==> config.mk <==
export PLATFORM = sky130hd
export DESIGN_NAME = rtcs_readout
export DESIGN_NICKNAME = d
export VERILOG_FILES = /design/src/pkg/rtcs_pkg.sv /design/src/design/rtcs_readout.sv /design/src/design/rtcs_step_timer.sv /design/src/design/rtcs_cs_chan.sv
export SDC_FILE = /design/constraint.sdc
export NUM_CORES = 1
export LEC_CHECK = 0
export ABC_AREA = 0
export BUFFER_PORTS_ARGS = -buffer_cell sky130_fd_sc_hd__buf_2
export CAP_MARGIN = 10
export CORE_UTILIZATION = 45
export DETAILED_ROUTE_END_ITERATION = 16
export SLEW_MARGIN = 20
export SYNTH_ARGS = -nofsm -noshare
export SYNTH_HDL_FRONTEND = slang
export SYNTH_SLANG_ARGS = --single-unit
==> constraint.sdc <==
create_clock -name clk_in -period 12.8 [get_ports clk_in]
set_input_delay 0 -clock clk_in [delete_from_list [all_inputs] [get_ports clk_in]]
set_output_delay 0 -clock clk_in [all_outputs]
set_load 0.1 [all_outputs]
==> src/pkg/rtcs_pkg.sv <==
// constants, field layout, timing and lookups for the remote temperature and current sense readout
// How it works
// - ground-collector bit selects PNP wiring for both
// - disabled remote sensor is skipped, no result
// - remote results stored as 12-bit two's complement
// - update select code sets remote update time
// - open loop stores current results straight binary
// - current code scales as code times 0.2/4096
// - closed loop adjusts one DAC per channel
// - filter field enables first order recursive filter
// - filter code sets K and update time
// - temperature LSB 0.25 C, MSB means negative
package rtcs_pkg;
   localparam int          DATA_W        = 12;
   localparam int          RD_W          = 16;
   localparam int          ADDR_W        = 8;
   localparam int          CS_N          = 4;
   localparam logic [7:0]  ADDR_CFG_A    = 8'h10;
   localparam logic [7:0]  ADDR_CFG_B    = 8'h11;
   localparam logic [7:0]  ADDR_CHSEL    = 8'h12;
   localparam logic [7:0]  ADDR_CS_RES0  = 8'h29;
   localparam logic [7:0]  ADDR_RT_RES1  = 8'h2E;
   localparam logic [7:0]  ADDR_RT_RES2  = 8'h2F;
   localparam logic [7:0]  ADDR_TARGET0  = 8'h30;
   localparam int          CFGA_FILT_LSB = 0;
   localparam int          CFGA_RUPD_LSB = 3;
   localparam int          CFGA_LOOP_BIT = 6;
   localparam int          CFGB_PNP_BIT  = 0;
   localparam int          CFGB_RUN_BIT  = 1;
   localparam int          CHSEL_CS_BIT  = 0;
   localparam int          CHSEL_RT1_BIT = 1;
   localparam int          CHSEL_RT2_BIT = 2;
   localparam logic [7:0]  CFGA_RST      = 8'h00;
   localparam logic [7:0]  CFGB_RST      = 8'h00;
   localparam logic [7:0]  CHSEL_RST     = 8'h07;
   localparam logic [11:0] TARGET_RST    = 12'h000;
   localparam logic [11:0] DAC_RST       = 12'h000;
   localparam logic [11:0] DAC_MAX       = 12'hFFF;
   localparam logic [2:0]  CH_RT1        = 3'h4;
   localparam logic [2:0]  CH_RT2        = 3'h5;
   localparam int          FRAC_W        = 4;
   localparam int          CLK_HZ        = 20_000_000;
   localparam int          STEP_US       = 200;
   localparam int          STEP_CYCLES   = CLK_HZ / 1_000_000 * STEP_US;
   localparam int          RT_MS_A       = 16;
   localparam int          RT_MS_B       = 18;
   localparam int          RT_MS_C       = 26;
   localparam int          RT_MS_D       = 50;
   localparam int          RT_MS_E       = 98;
   localparam int          FILT_US_1     = 200;
   localparam int          FILT_US_2     = 3400;
   localparam int          FILT_US_4     = 6600;
   localparam int          FILT_US_8     = 13000;
   localparam int          FILT_US_16    = 25600;

   typedef enum logic [2:0] {
      ST_IDLE = 3'b001,
      ST_REQ  = 3'b010,
      ST_WAIT = 3'b100
   } rtcs_state_e;

   // steps between two remote conversions: half of the total for both sensors
   function automatic logic [7:0] rtcs_rt_half(input logic [2:0] code);
      int ms;
      case (code)
         3'h2:    ms = RT_MS_B;
         3'h3:    ms = RT_MS_C;
         3'h4:    ms = RT_MS_D;
         3'h5:    ms = RT_MS_E;
         default: ms = RT_MS_A;
      endcase
      return 8'(ms * 1000 / STEP_US / 2);
   endfunction : rtcs_rt_half

   function automatic logic [7:0] rtcs_filt_steps(input logic [2:0] code);
      int us;
      case (code)
         3'h1:    us = FILT_US_2;
         3'h2:    us = FILT_US_4;
         3'h3:    us = FILT_US_8;
         3'h4:    us = FILT_US_16;
         default: us = FILT_US_1;
      endcase
      return 8'(us / STEP_US);
   endfunction : rtcs_filt_steps

   // log2 of K; invalid codes fall back to K=1
   function automatic logic [2:0] rtcs_filt_shift(input logic [2:0] code);
      return (code > 3'h4) ? 3'h0 : code;
   endfunction : rtcs_filt_shift
endpackage : rtcs_pkg

==> src/design/rtcs_readout.sv <==
// top of the remote temperature and current sense readout: registers, scheduler, results
//
// Local design decision: the plain strobed port.
module rtcs_readout
   import rtcs_pkg::*;
(
   input  wire logic                   clk_in,
   input  wire logic                   rst_n_in,
   input  wire logic [ADDR_W-1:0]      reg_addr_in,
   input  wire logic [RD_W-1:0]        reg_wdata_in,
   input  wire logic                   reg_wr_in,
   input  wire logic                   reg_rd_in,
   output logic      [RD_W-1:0]        reg_rdata_out,
   output logic                        conv_start_out,
   output logic      [2:0]             conv_chan_out,
   input  wire logic                   conv_done_in,
   input  wire logic [DATA_W-1:0]      conv_data_in,
   output logic                        remote_pnp_collector_ground_out,
   output logic                        loop_enable_out,
   output logic      [CS_N*DATA_W-1:0] dac_code_out
);
   import rtcs_pkg::*;

   logic [7:0]        cfg_a_q;
   logic [7:0]        cfg_b_q;
   logic [7:0]        chsel_q;
   logic [DATA_W-1:0] target_q [CS_N];
   logic [DATA_W-1:0] rt1_q;
   logic [DATA_W-1:0] rt2_q;
   logic [DATA_W-1:0] cs_res [CS_N];
   logic [DATA_W-1:0] dac_w [CS_N];
   logic [5:0]        pend_q;
   logic [5:0]        pend_d;
   logic [5:0]        pend_set;
   logic [5:0]        pend_clr;
   logic [7:0]        rt_cnt_q;
   logic [7:0]        filt_cnt_q;
   logic              rt_next_q;
   logic              step_tick;
   logic              run;
   logic              rt1_en;
   logic              rt2_en;
   logic              rt_due;
   logic              publish;
   logic [2:0]        pick;
   logic              pick_ok;
   logic [CS_N-1:0]   cs_valid;
   logic [7:0]        wr_idx;
   rtcs_state_e       state_q;

   assign run    = cfg_b_q[CFGB_RUN_BIT];
   assign rt1_en = chsel_q[CHSEL_RT1_BIT];
   assign rt2_en = chsel_q[CHSEL_RT2_BIT];
   assign wr_idx = reg_addr_in - ADDR_TARGET0;

   // register writes
   always_ff @(posedge clk_in) begin
      if (!rst_n_in) begin
         cfg_a_q <= CFGA_RST;
         cfg_b_q <= CFGB_RST;
         chsel_q <= CHSEL_RST;
      end else if (reg_wr_in) begin
         case (reg_addr_in)
            ADDR_CFG_A: cfg_a_q <= reg_wdata_in[7:0];
            ADDR_CFG_B: cfg_b_q <= reg_wdata_in[7:0];
            ADDR_CHSEL: chsel_q <= reg_wdata_in[7:0];
            default:    ;
         endcase
      end
   end

   always_ff @(posedge clk_in) begin
      if (!rst_n_in) begin
         for (int i = 0; i < CS_N; i++) begin
            target_q[i] <= TARGET_RST;
         end
      end else if (reg_wr_in && wr_idx < 8'(CS_N)) begin
         target_q[wr_idx[1:0]] <= reg_wdata_in[DATA_W-1:0];
      end
   end

   always_ff @(posedge clk_in) begin
      if (!rst_n_in) begin
         remote_pnp_collector_ground_out <= 1'b0;
         loop_enable_out                 <= 1'b0;
      end else begin
         remote_pnp_collector_ground_out <= cfg_b_q[CFGB_PNP_BIT];
         loop_enable_out                 <= cfg_a_q[CFGA_LOOP_BIT];
      end
   end

   rtcs_step_timer #(
      .PERIOD (STEP_CYCLES)
   ) u_step (
      .clk_in   (clk_in),
      .rst_n_in (rst_n_in),
      .run_in   (run),
      .tick_out (step_tick)
   );

   // remote sensors alternate, one every half of the total update time
   assign rt_due = step_tick && (rt_cnt_q >= rtcs_rt_half(cfg_a_q[CFGA_RUPD_LSB +: 3]) - 8'h01);

   always_ff @(posedge clk_in) begin
      if (!rst_n_in || !run) begin
         rt_cnt_q <= 8'h00;
      end else if (rt_due) begin
         rt_cnt_q <= 8'h00;
      end else if (step_tick) begin
         rt_cnt_q <= rt_cnt_q + 8'h01;
      end
   end

   always_ff @(posedge clk_in) begin
      if (!rst_n_in) begin
         rt_next_q <= 1'b0;
      end else if (rt_due) begin
         rt_next_q <= ~rt_next_q;
      end
   end

   // filter result is published once per filter update time
   assign publish = step_tick &&
                    (filt_cnt_q >= rtcs_filt_steps(cfg_a_q[CFGA_FILT_LSB +: 3]) - 8'h01);

   always_ff @(posedge clk_in) begin
      if (!rst_n_in || !run) begin
         filt_cnt_q <= 8'h00;
      end else if (publish) begin
         filt_cnt_q <= 8'h00;
      end else if (step_tick) begin
         filt_cnt_q <= filt_cnt_q + 8'h01;
      end
   end

   // pending conversions; a new request wins over a completion clear
   always_comb begin
      pend_set = 6'h00;
      if (step_tick && chsel_q[CHSEL_CS_BIT]) begin
         pend_set[3:0] = 4'hF;
      end
      if (rt_due) begin
         if ((!rt_next_q && rt1_en) || (rt_next_q && !rt2_en && rt1_en)) begin
            pend_set[CH_RT1] = 1'b1;
         end else if (rt2_en) begin
            pend_set[CH_RT2] = 1'b1;
         end
      end
      pend_clr = 6'h00;
      if (state_q == ST_WAIT && conv_done_in) begin
         pend_clr[conv_chan_out] = 1'b1;
      end
      pend_d = (pend_q & ~pend_clr) | pend_set;
   end

   always_ff @(posedge clk_in) begin
      if (!rst_n_in) begin
         pend_q <= 6'h00;
      end else begin
         pend_q <= pend_d;
      end
   end

   always_comb begin
      pick    = 3'h0;
      pick_ok = 1'b0;
      for (int i = 5; i >= 0; i--) begin
         if (pend_q[i]) begin
            pick    = 3'(i);
            pick_ok = 1'b1;
         end
      end
   end

   always_ff @(posedge clk_in) begin
      if (!rst_n_in) begin
         state_q        <= ST_IDLE;
         conv_start_out <= 1'b0;
         conv_chan_out  <= 3'h0;
      end else begin
         conv_start_out <= 1'b0;
         case (state_q)
            ST_IDLE: begin
               if (pick_ok) begin
                  conv_chan_out <= pick;
                  state_q       <= ST_REQ;
               end
            end
            ST_REQ: begin
               conv_start_out <= 1'b1;
               state_q        <= ST_WAIT;
            end
            ST_WAIT: begin
               if (conv_done_in) begin
                  state_q <= ST_IDLE;
               end
            end
            default: state_q <= ST_IDLE;
         endcase
      end
   end

   always_comb begin
      cs_valid = '0;
      if (state_q == ST_WAIT && conv_done_in && !conv_chan_out[2]) begin
         cs_valid[conv_chan_out[1:0]] = 1'b1;
      end
   end

   // temperature codes kept as 12-bit two's complement, 0.25 C per step
   always_ff @(posedge clk_in) begin
      if (!rst_n_in) begin
         rt1_q <= '0;
         rt2_q <= '0;
      end else if (state_q == ST_WAIT && conv_done_in) begin
         if (conv_chan_out == CH_RT1) begin
            rt1_q <= conv_data_in;
         end
         if (conv_chan_out == CH_RT2) begin
            rt2_q <= conv_data_in;
         end
      end
   end

   genvar g;
   generate
      for (g = 0; g < CS_N; g++) begin : g_cs
         rtcs_cs_chan u_chan (
            .clk_in          (clk_in),
            .rst_n_in        (rst_n_in),
            .k_shift_in      (rtcs_filt_shift(cfg_a_q[CFGA_FILT_LSB +: 3])),
            .loop_en_in      (cfg_a_q[CFGA_LOOP_BIT]),
            .target_in       (target_q[g]),
            .sample_in       (conv_data_in),
            .sample_valid_in (cs_valid[g]),
            .publish_in      (publish),
            .result_out      (cs_res[g]),
            .dac_out         (dac_w[g])
         );
         assign dac_code_out[g*DATA_W +: DATA_W] = dac_w[g];
      end
   endgenerate

   // read data valid in the cycle after the strobe, zero otherwise
   always_ff @(posedge clk_in) begin
      if (!rst_n_in || !reg_rd_in) begin
         reg_rdata_out <= '0;
      end else begin
         case (reg_addr_in)
            ADDR_CFG_A:          reg_rdata_out <= {8'h00, cfg_a_q};
            ADDR_CFG_B:          reg_rdata_out <= {8'h00, cfg_b_q};
            ADDR_CHSEL:          reg_rdata_out <= {8'h00, chsel_q};
            ADDR_CS_RES0:        reg_rdata_out <= {4'h0, cs_res[0]};
            ADDR_CS_RES0 + 8'h1: reg_rdata_out <= {4'h0, cs_res[1]};
            ADDR_CS_RES0 + 8'h2: reg_rdata_out <= {4'h0, cs_res[2]};
            ADDR_CS_RES0 + 8'h3: reg_rdata_out <= {4'h0, cs_res[3]};
            ADDR_RT_RES1:        reg_rdata_out <= {4'h0, rt1_q};
            ADDR_RT_RES2:        reg_rdata_out <= {4'h0, rt2_q};
            ADDR_TARGET0:        reg_rdata_out <= {4'h0, target_q[0]};
            ADDR_TARGET0 + 8'h1: reg_rdata_out <= {4'h0, target_q[1]};
            ADDR_TARGET0 + 8'h2: reg_rdata_out <= {4'h0, target_q[2]};
            ADDR_TARGET0 + 8'h3: reg_rdata_out <= {4'h0, target_q[3]};
            default:             reg_rdata_out <= '0;
         endcase
      end
   end
endmodule : rtcs_readout

==> src/design/rtcs_step_timer.sv <==
// interleave step timer: one tick pulse per step while running
module rtcs_step_timer #(
   parameter int PERIOD = 4000
) (
   input  wire logic clk_in,
   input  wire logic rst_n_in,
   input  wire logic run_in,
   output logic      tick_out
);
   logic [12:0] cnt_q;

   always_ff @(posedge clk_in) begin
      if (!rst_n_in || !run_in) begin
         cnt_q    <= 13'h0000;
         tick_out <= 1'b0;
      end else if (cnt_q == 13'(PERIOD - 1)) begin
         cnt_q    <= 13'h0000;
         tick_out <= 1'b1;
      end else begin
         cnt_q    <= cnt_q + 13'h0001;
         tick_out <= 1'b0;
      end
   end
endmodule : rtcs_step_timer

==> src/design/rtcs_cs_chan.sv <==
// one current sense channel: recursive filter, result register and loop controller
module rtcs_cs_chan
   import rtcs_pkg::*;
(
   input  wire logic              clk_in,
   input  wire logic              rst_n_in,
   input  wire logic [2:0]        k_shift_in,
   input  wire logic              loop_en_in,
   input  wire logic [DATA_W-1:0] target_in,
   input  wire logic [DATA_W-1:0] sample_in,
   input  wire logic              sample_valid_in,
   input  wire logic              publish_in,
   output logic      [DATA_W-1:0] result_out,
   output logic      [DATA_W-1:0] dac_out
);
   localparam int ACC_W = DATA_W + FRAC_W;
   logic        [ACC_W-1:0] acc_q;
   logic signed [ACC_W:0]   diff;
   logic signed [ACC_W:0]   step;

   always_comb begin
      diff = $signed({1'b0, sample_in, {FRAC_W{1'b0}}}) - $signed({1'b0, acc_q});
      step = diff >>> k_shift_in;
   end

   // y moves toward the sample by 1/K of the gap
   always_ff @(posedge clk_in) begin
      if (!rst_n_in) begin
         acc_q <= '0;
      end else if (sample_valid_in) begin
         acc_q <= ACC_W'($signed({1'b0, acc_q}) + step);
      end
   end

   always_ff @(posedge clk_in) begin
      if (!rst_n_in) begin
         result_out <= '0;
      end else if (publish_in) begin
         result_out <= acc_q[ACC_W-1:FRAC_W];
      end
   end

   always_ff @(posedge clk_in) begin
      if (!rst_n_in) begin
         dac_out <= DAC_RST;
      end else if (loop_en_in && sample_valid_in) begin
         if (sample_in < target_in && dac_out != DAC_MAX) begin
            dac_out <= dac_out + 12'h001;
         end else if (sample_in > target_in && dac_out != 12'h000) begin
            dac_out <= dac_out - 12'h001;
         end
      end
   end
endmodule : rtcs_cs_chan

==> insert_results.sql <==
INSERT INTO impl_metrics (metric_group, metric, value, unit) VALUES
('floorplan', 'row_count', '85', ''),
('logic_synthesis', 'count_of_synthesis_stage_warnings_from_yosys', '0', ''),
('route', 'first_pass_iters', '7', ''),
('critical_path', 'worstReg2RegEnd', 'rt_cnt_q[2]$_SDFFE_PP0P_', ''),
('run', 'timing.max_cap.violations', '0', ''),
('logic_synthesis', 'synth_sequential_area_ratio', '0.274', ''),
('route', 'drt-initial-drc-count', '1849', ''),
('global_routing', 'number_of_global_route_vias_before_repair', '20872', ''),
('route', 'remaining_drc_errors', '0', ''),
('global_routing', 'grt_max_degree', '99', ''),
('hold_path', 'hold_class', 'in2reg', ''),
('global_routing', 'track_usage', '0.255', ''),
('placed_design', 'detailedPlacementHpwl', '52600', 'um'),
('global_routing', 'grt_antenna_before_repair', '0', ''),
('floorplan', 'design.die.area', '55800', 'sq um'),
('layout', 'fill_cells', '5127', ''),
('logic_synthesis', 'synth_top_flop_cell', 'sky130_fd_sc_hd__dfxtp_1', ''),
('run_status', 'status', 'completed', ''),
('critical_path', 'r2r-start', 'cfg_a_q[4]$_SDFFE_PN0P_', ''),
('clock_tree', 'clock-sinks', '314', ''),
('layout', 'area_occupied_by_multi_input_gates', '16600', 'sq um'),
('layout', 'final_layout_size_suffix_gt1_frac', '0.0880', ''),
('power_and_ir_drop', 'cellLeakagePower', '11.4', 'nW'),
('logic_synthesis', 'synth_async_sr_flop_share', '0', ''),
('hold_path', 'timing.hold.worst_path_depth', '3', ''),
('critical_path', 'slowest_delay', '0.87', 'ns'),
('critical_path', 'endpoint_kind', 'register', ''),
('layout', 'final_core_utilization', '0.508', ''),
('logic_synthesis', 'synth_common_cells', 'sky130_fd_sc_hd__nand2_1, sky130_fd_sc_hd__dfxtp_1, sky130_fd_sc_hd__ha_1', ''),
('route', 'wirelength', '72300', 'um'),
('sta', 'worst-slew-pin-transition', '1.11', 'ns'),
('clock_tree', 'hold_buffers', '29', ''),
('logic_synthesis', 'yosys.cell_count.top_type', 'sky130_fd_sc_hd__nand2_1', ''),
('power_and_ir_drop', 'peakVddDrop', '88.6', 'uV'),
('logic_synthesis', 'post_synth_main_area_contributors', 'sky130_fd_sc_hd__dfxtp_1, sky130_fd_sc_hd__ha_1, sky130_fd_sc_hd__mux2i_1', ''),
('floorplan', 'placeableCoreArea', '54000', 'sq um'),
('clock_tree', 'cts.reportedPaths.clkPinSlew', '0.06', 'ns'),
('sta', 'period_share', '0.756', ''),
('logic_synthesis', 'mappedNetlistArea', '24700', 'sq um'),
('sta', 'timing.final.setup_violations', '0', ''),
('floorplan', 'chipHeight', '236', 'um'),
('power_and_ir_drop', 'power_density', '87.7', 'nW/um^2'),
('clock_tree', 'post_cts_resized', '0', ''),
('critical_path', 'critPathArrivalTime', '10.16', 'ns'),
('sta', 'max_freq', '103', 'MHz'),
('critical_path', 'timing.reg2reg.setup_slack', '3.12', 'ns'),
('critical_path', 'worstSetupPathType', 'reg2reg', ''),
('critical_path', 'ff_to_ff_path_depth', '33', ''),
('logic_synthesis', 'ys_ff_latch', '314', ''),
('logic_synthesis', 'yosysUniqueCellTypes', '90', ''),
('logic_synthesis', 'synth_top_cell_by_area', 'sky130_fd_sc_hd__dfxtp_1', ''),
('placed_design', 'numPortBuffers', '102', ''),
('hold_path', 'min_to', 'reg_rdata_out[9]$_SDFF_PP0_', ''),
('critical_path', 'worst_ep_required_time', '13.28', 'ns'),
('global_routing', 'overflow', '0', ''),
('critical_path', 'crit_top_cell', 'sky130_fd_sc_hd__ha_1', ''),
('sta', 'timing_max_transition_violations_final', '0', ''),
('hold_path', 'hp-start', 'reg_rd_in', ''),
('global_routing', 'first_pass_grt_wire_length', '114000', 'um'),
('layout', 'areaGrowthSynthToFinish', '11.1', '%'),
('route', 'vias', '22001', ''),
('placed_design', 'gp_routability_congestion', '0.913', ''),
('floorplan', 'top_level_ports', '111', ''),
('route', 'vias_per_cell', '5.72', ''),
('sta', 'finalSetupTns', '0', 'ns'),
('logic_synthesis', 'avgSynthCellArea', '8.12', 'sq um'),
('layout', 'n_antenna_cell', '0', ''),
('critical_path', 'cp_slowest_cell', 'sky130_fd_sc_hd__nor3_1', ''),
('clock_tree', 'clock_tree.root_cell', 'sky130_fd_sc_hd__clkbuf_16', ''),
('floorplan', 'initial_core_util', '0.457', ''),
('sta', 'rsz0062_at_grt', 'no', '');
-- cell families (layout without fill, tap and decap cells) --
group / Yosys count / after routing / share of synthesized area
adders and majority gates: 267 / 267 / 0.140
DFF: 314 / 314 / 0.274
AOI/OAI and AO/OA: 787 / 787 / 0.203
buffers and inverters: 375 / 479 / 0.0579
xor gates and xnor gates: 169 / 169 / 0.0600
other: 1 / 5 / 0.000152
and+or+nand+nor: 949 / 949 / 0.189
muxes: 177 / 177 / 0.0760
-- flip-flops by register name, summed over array words and instances, names as in the netlist, 12 cells and up --
name and cells:
g_cs.u_chan.dac_out 48, rt2_q 12, reg_rdata_out 12, u_step.cnt_q 13, g_cs.u_chan.acc_q 64, rt1_q 12, target_q 48, g_cs.u_chan.result_out 48
-- critical path: cells and delay by family, from the launching register on --
family / cells / cell delay (ns)
compound gates: 10 / 2.18
fa+ha+maj: 7 / 2.74
buf+inv: 1 / 0.12
flops: 1 / 0.50
mux: 1 / 0.41
simple gates: 14 / 3.64
-- placed cells by master, fill, tap and decap left out, types with 22 or more instances in the layout --
master,count
sky130_fd_sc_hd__clkbuf_16,39
sky130_fd_sc_hd__a22oi_1,26
sky130_fd_sc_hd__nor2b_1,120
sky130_fd_sc_hd__xor2_1,43
sky130_fd_sc_hd__nand4_1,37
sky130_fd_sc_hd__dfxtp_1,266
sky130_fd_sc_hd__inv_1,239
sky130_fd_sc_hd__a21o_1,46
sky130_fd_sc_hd__o211ai_1,22
sky130_fd_sc_hd__a21boi_0,54
sky130_fd_sc_hd__nand2_1,310
sky130_fd_sc_hd__nor3_1,31
sky130_fd_sc_hd__mux2i_1,164
sky130_fd_sc_hd__o21ai_0,163
sky130_fd_sc_hd__edfxtp_1,48
sky130_fd_sc_hd__xnor2_1,125
sky130_fd_sc_hd__dlygate4sd3_1,29
sky130_fd_sc_hd__buf_2,101
sky130_fd_sc_hd__and2_1,64
sky130_fd_sc_hd__o21bai_1,63
sky130_fd_sc_hd__a31oi_1,29
sky130_fd_sc_hd__nand3_1,58
sky130_fd_sc_hd__buf_4,36
sky130_fd_sc_hd__ha_1,253
sky130_fd_sc_hd__nor2_1,206
sky130_fd_sc_hd__a21oi_1,237
-- metal layers --
layer / GRT usage / routed length, um / up-vias
li1: - / - / 10874
met5: 0 / 0 / -
met3: 0.0249 / 3890 / 103
met1: 0.348 / 33500 / 10366
met4: 0.0736 / 1880 / 0
met2: 0.424 / 33000 / 658
-- power by group --
| group | switching [mW] | total, mW | internal [mW] |
|---|---|---|---|
| clock | 0.458 | 1.07 | 0.610 |
| combinational | 0.193 | 0.321 | 0.128 |
| sequential | 0.00646 | 1.02 | 1.01 |
-- worst max path at each step --
stage,slack [ns],to
global placement,3.36,rt_cnt_q[0]$_SDFFE_PP0P_
floorplan,4.35,rt_cnt_q[1]$_SDFFE_PP0P_
detailed placement,3.18,rt_cnt_q[2]$_SDFFE_PP0P_
finish,3.12,rt_cnt_q[2]$_SDFFE_PP0P_
global route,2.37,rt_cnt_q[5]$_SDFFE_PP0P_
CTS,3.14,rt_cnt_q[2]$_SDFFE_PP0P_
-- stage by stage --
step	cells	instance area (sq um)	hold slack [ns]	power (mW)	setup WS, ns
CTS	3843	27400	0.0922	2.43	3.14
floorplan	3043	24700	0.124	1.27	4.35
global route	3843	27400	0.121	2.50	2.37
global placement	3745	25900	0.297	1.34	3.36
finish	3843	27400	0.128	2.41	3.12
detailed placement	3745	25900	0.296	1.35	3.18
-- final cells by class --
cell class,instances,share of cell area
clock inverters,22,0.00616
repair buffers,167,0.0393
flip-flops and latches,314,0.247
well taps,696,0.0317
multi-input cells,2354,0.604
clock buffers,47,0.0385
inverters,243,0.0332
Power figures use the tool's default switching activity.
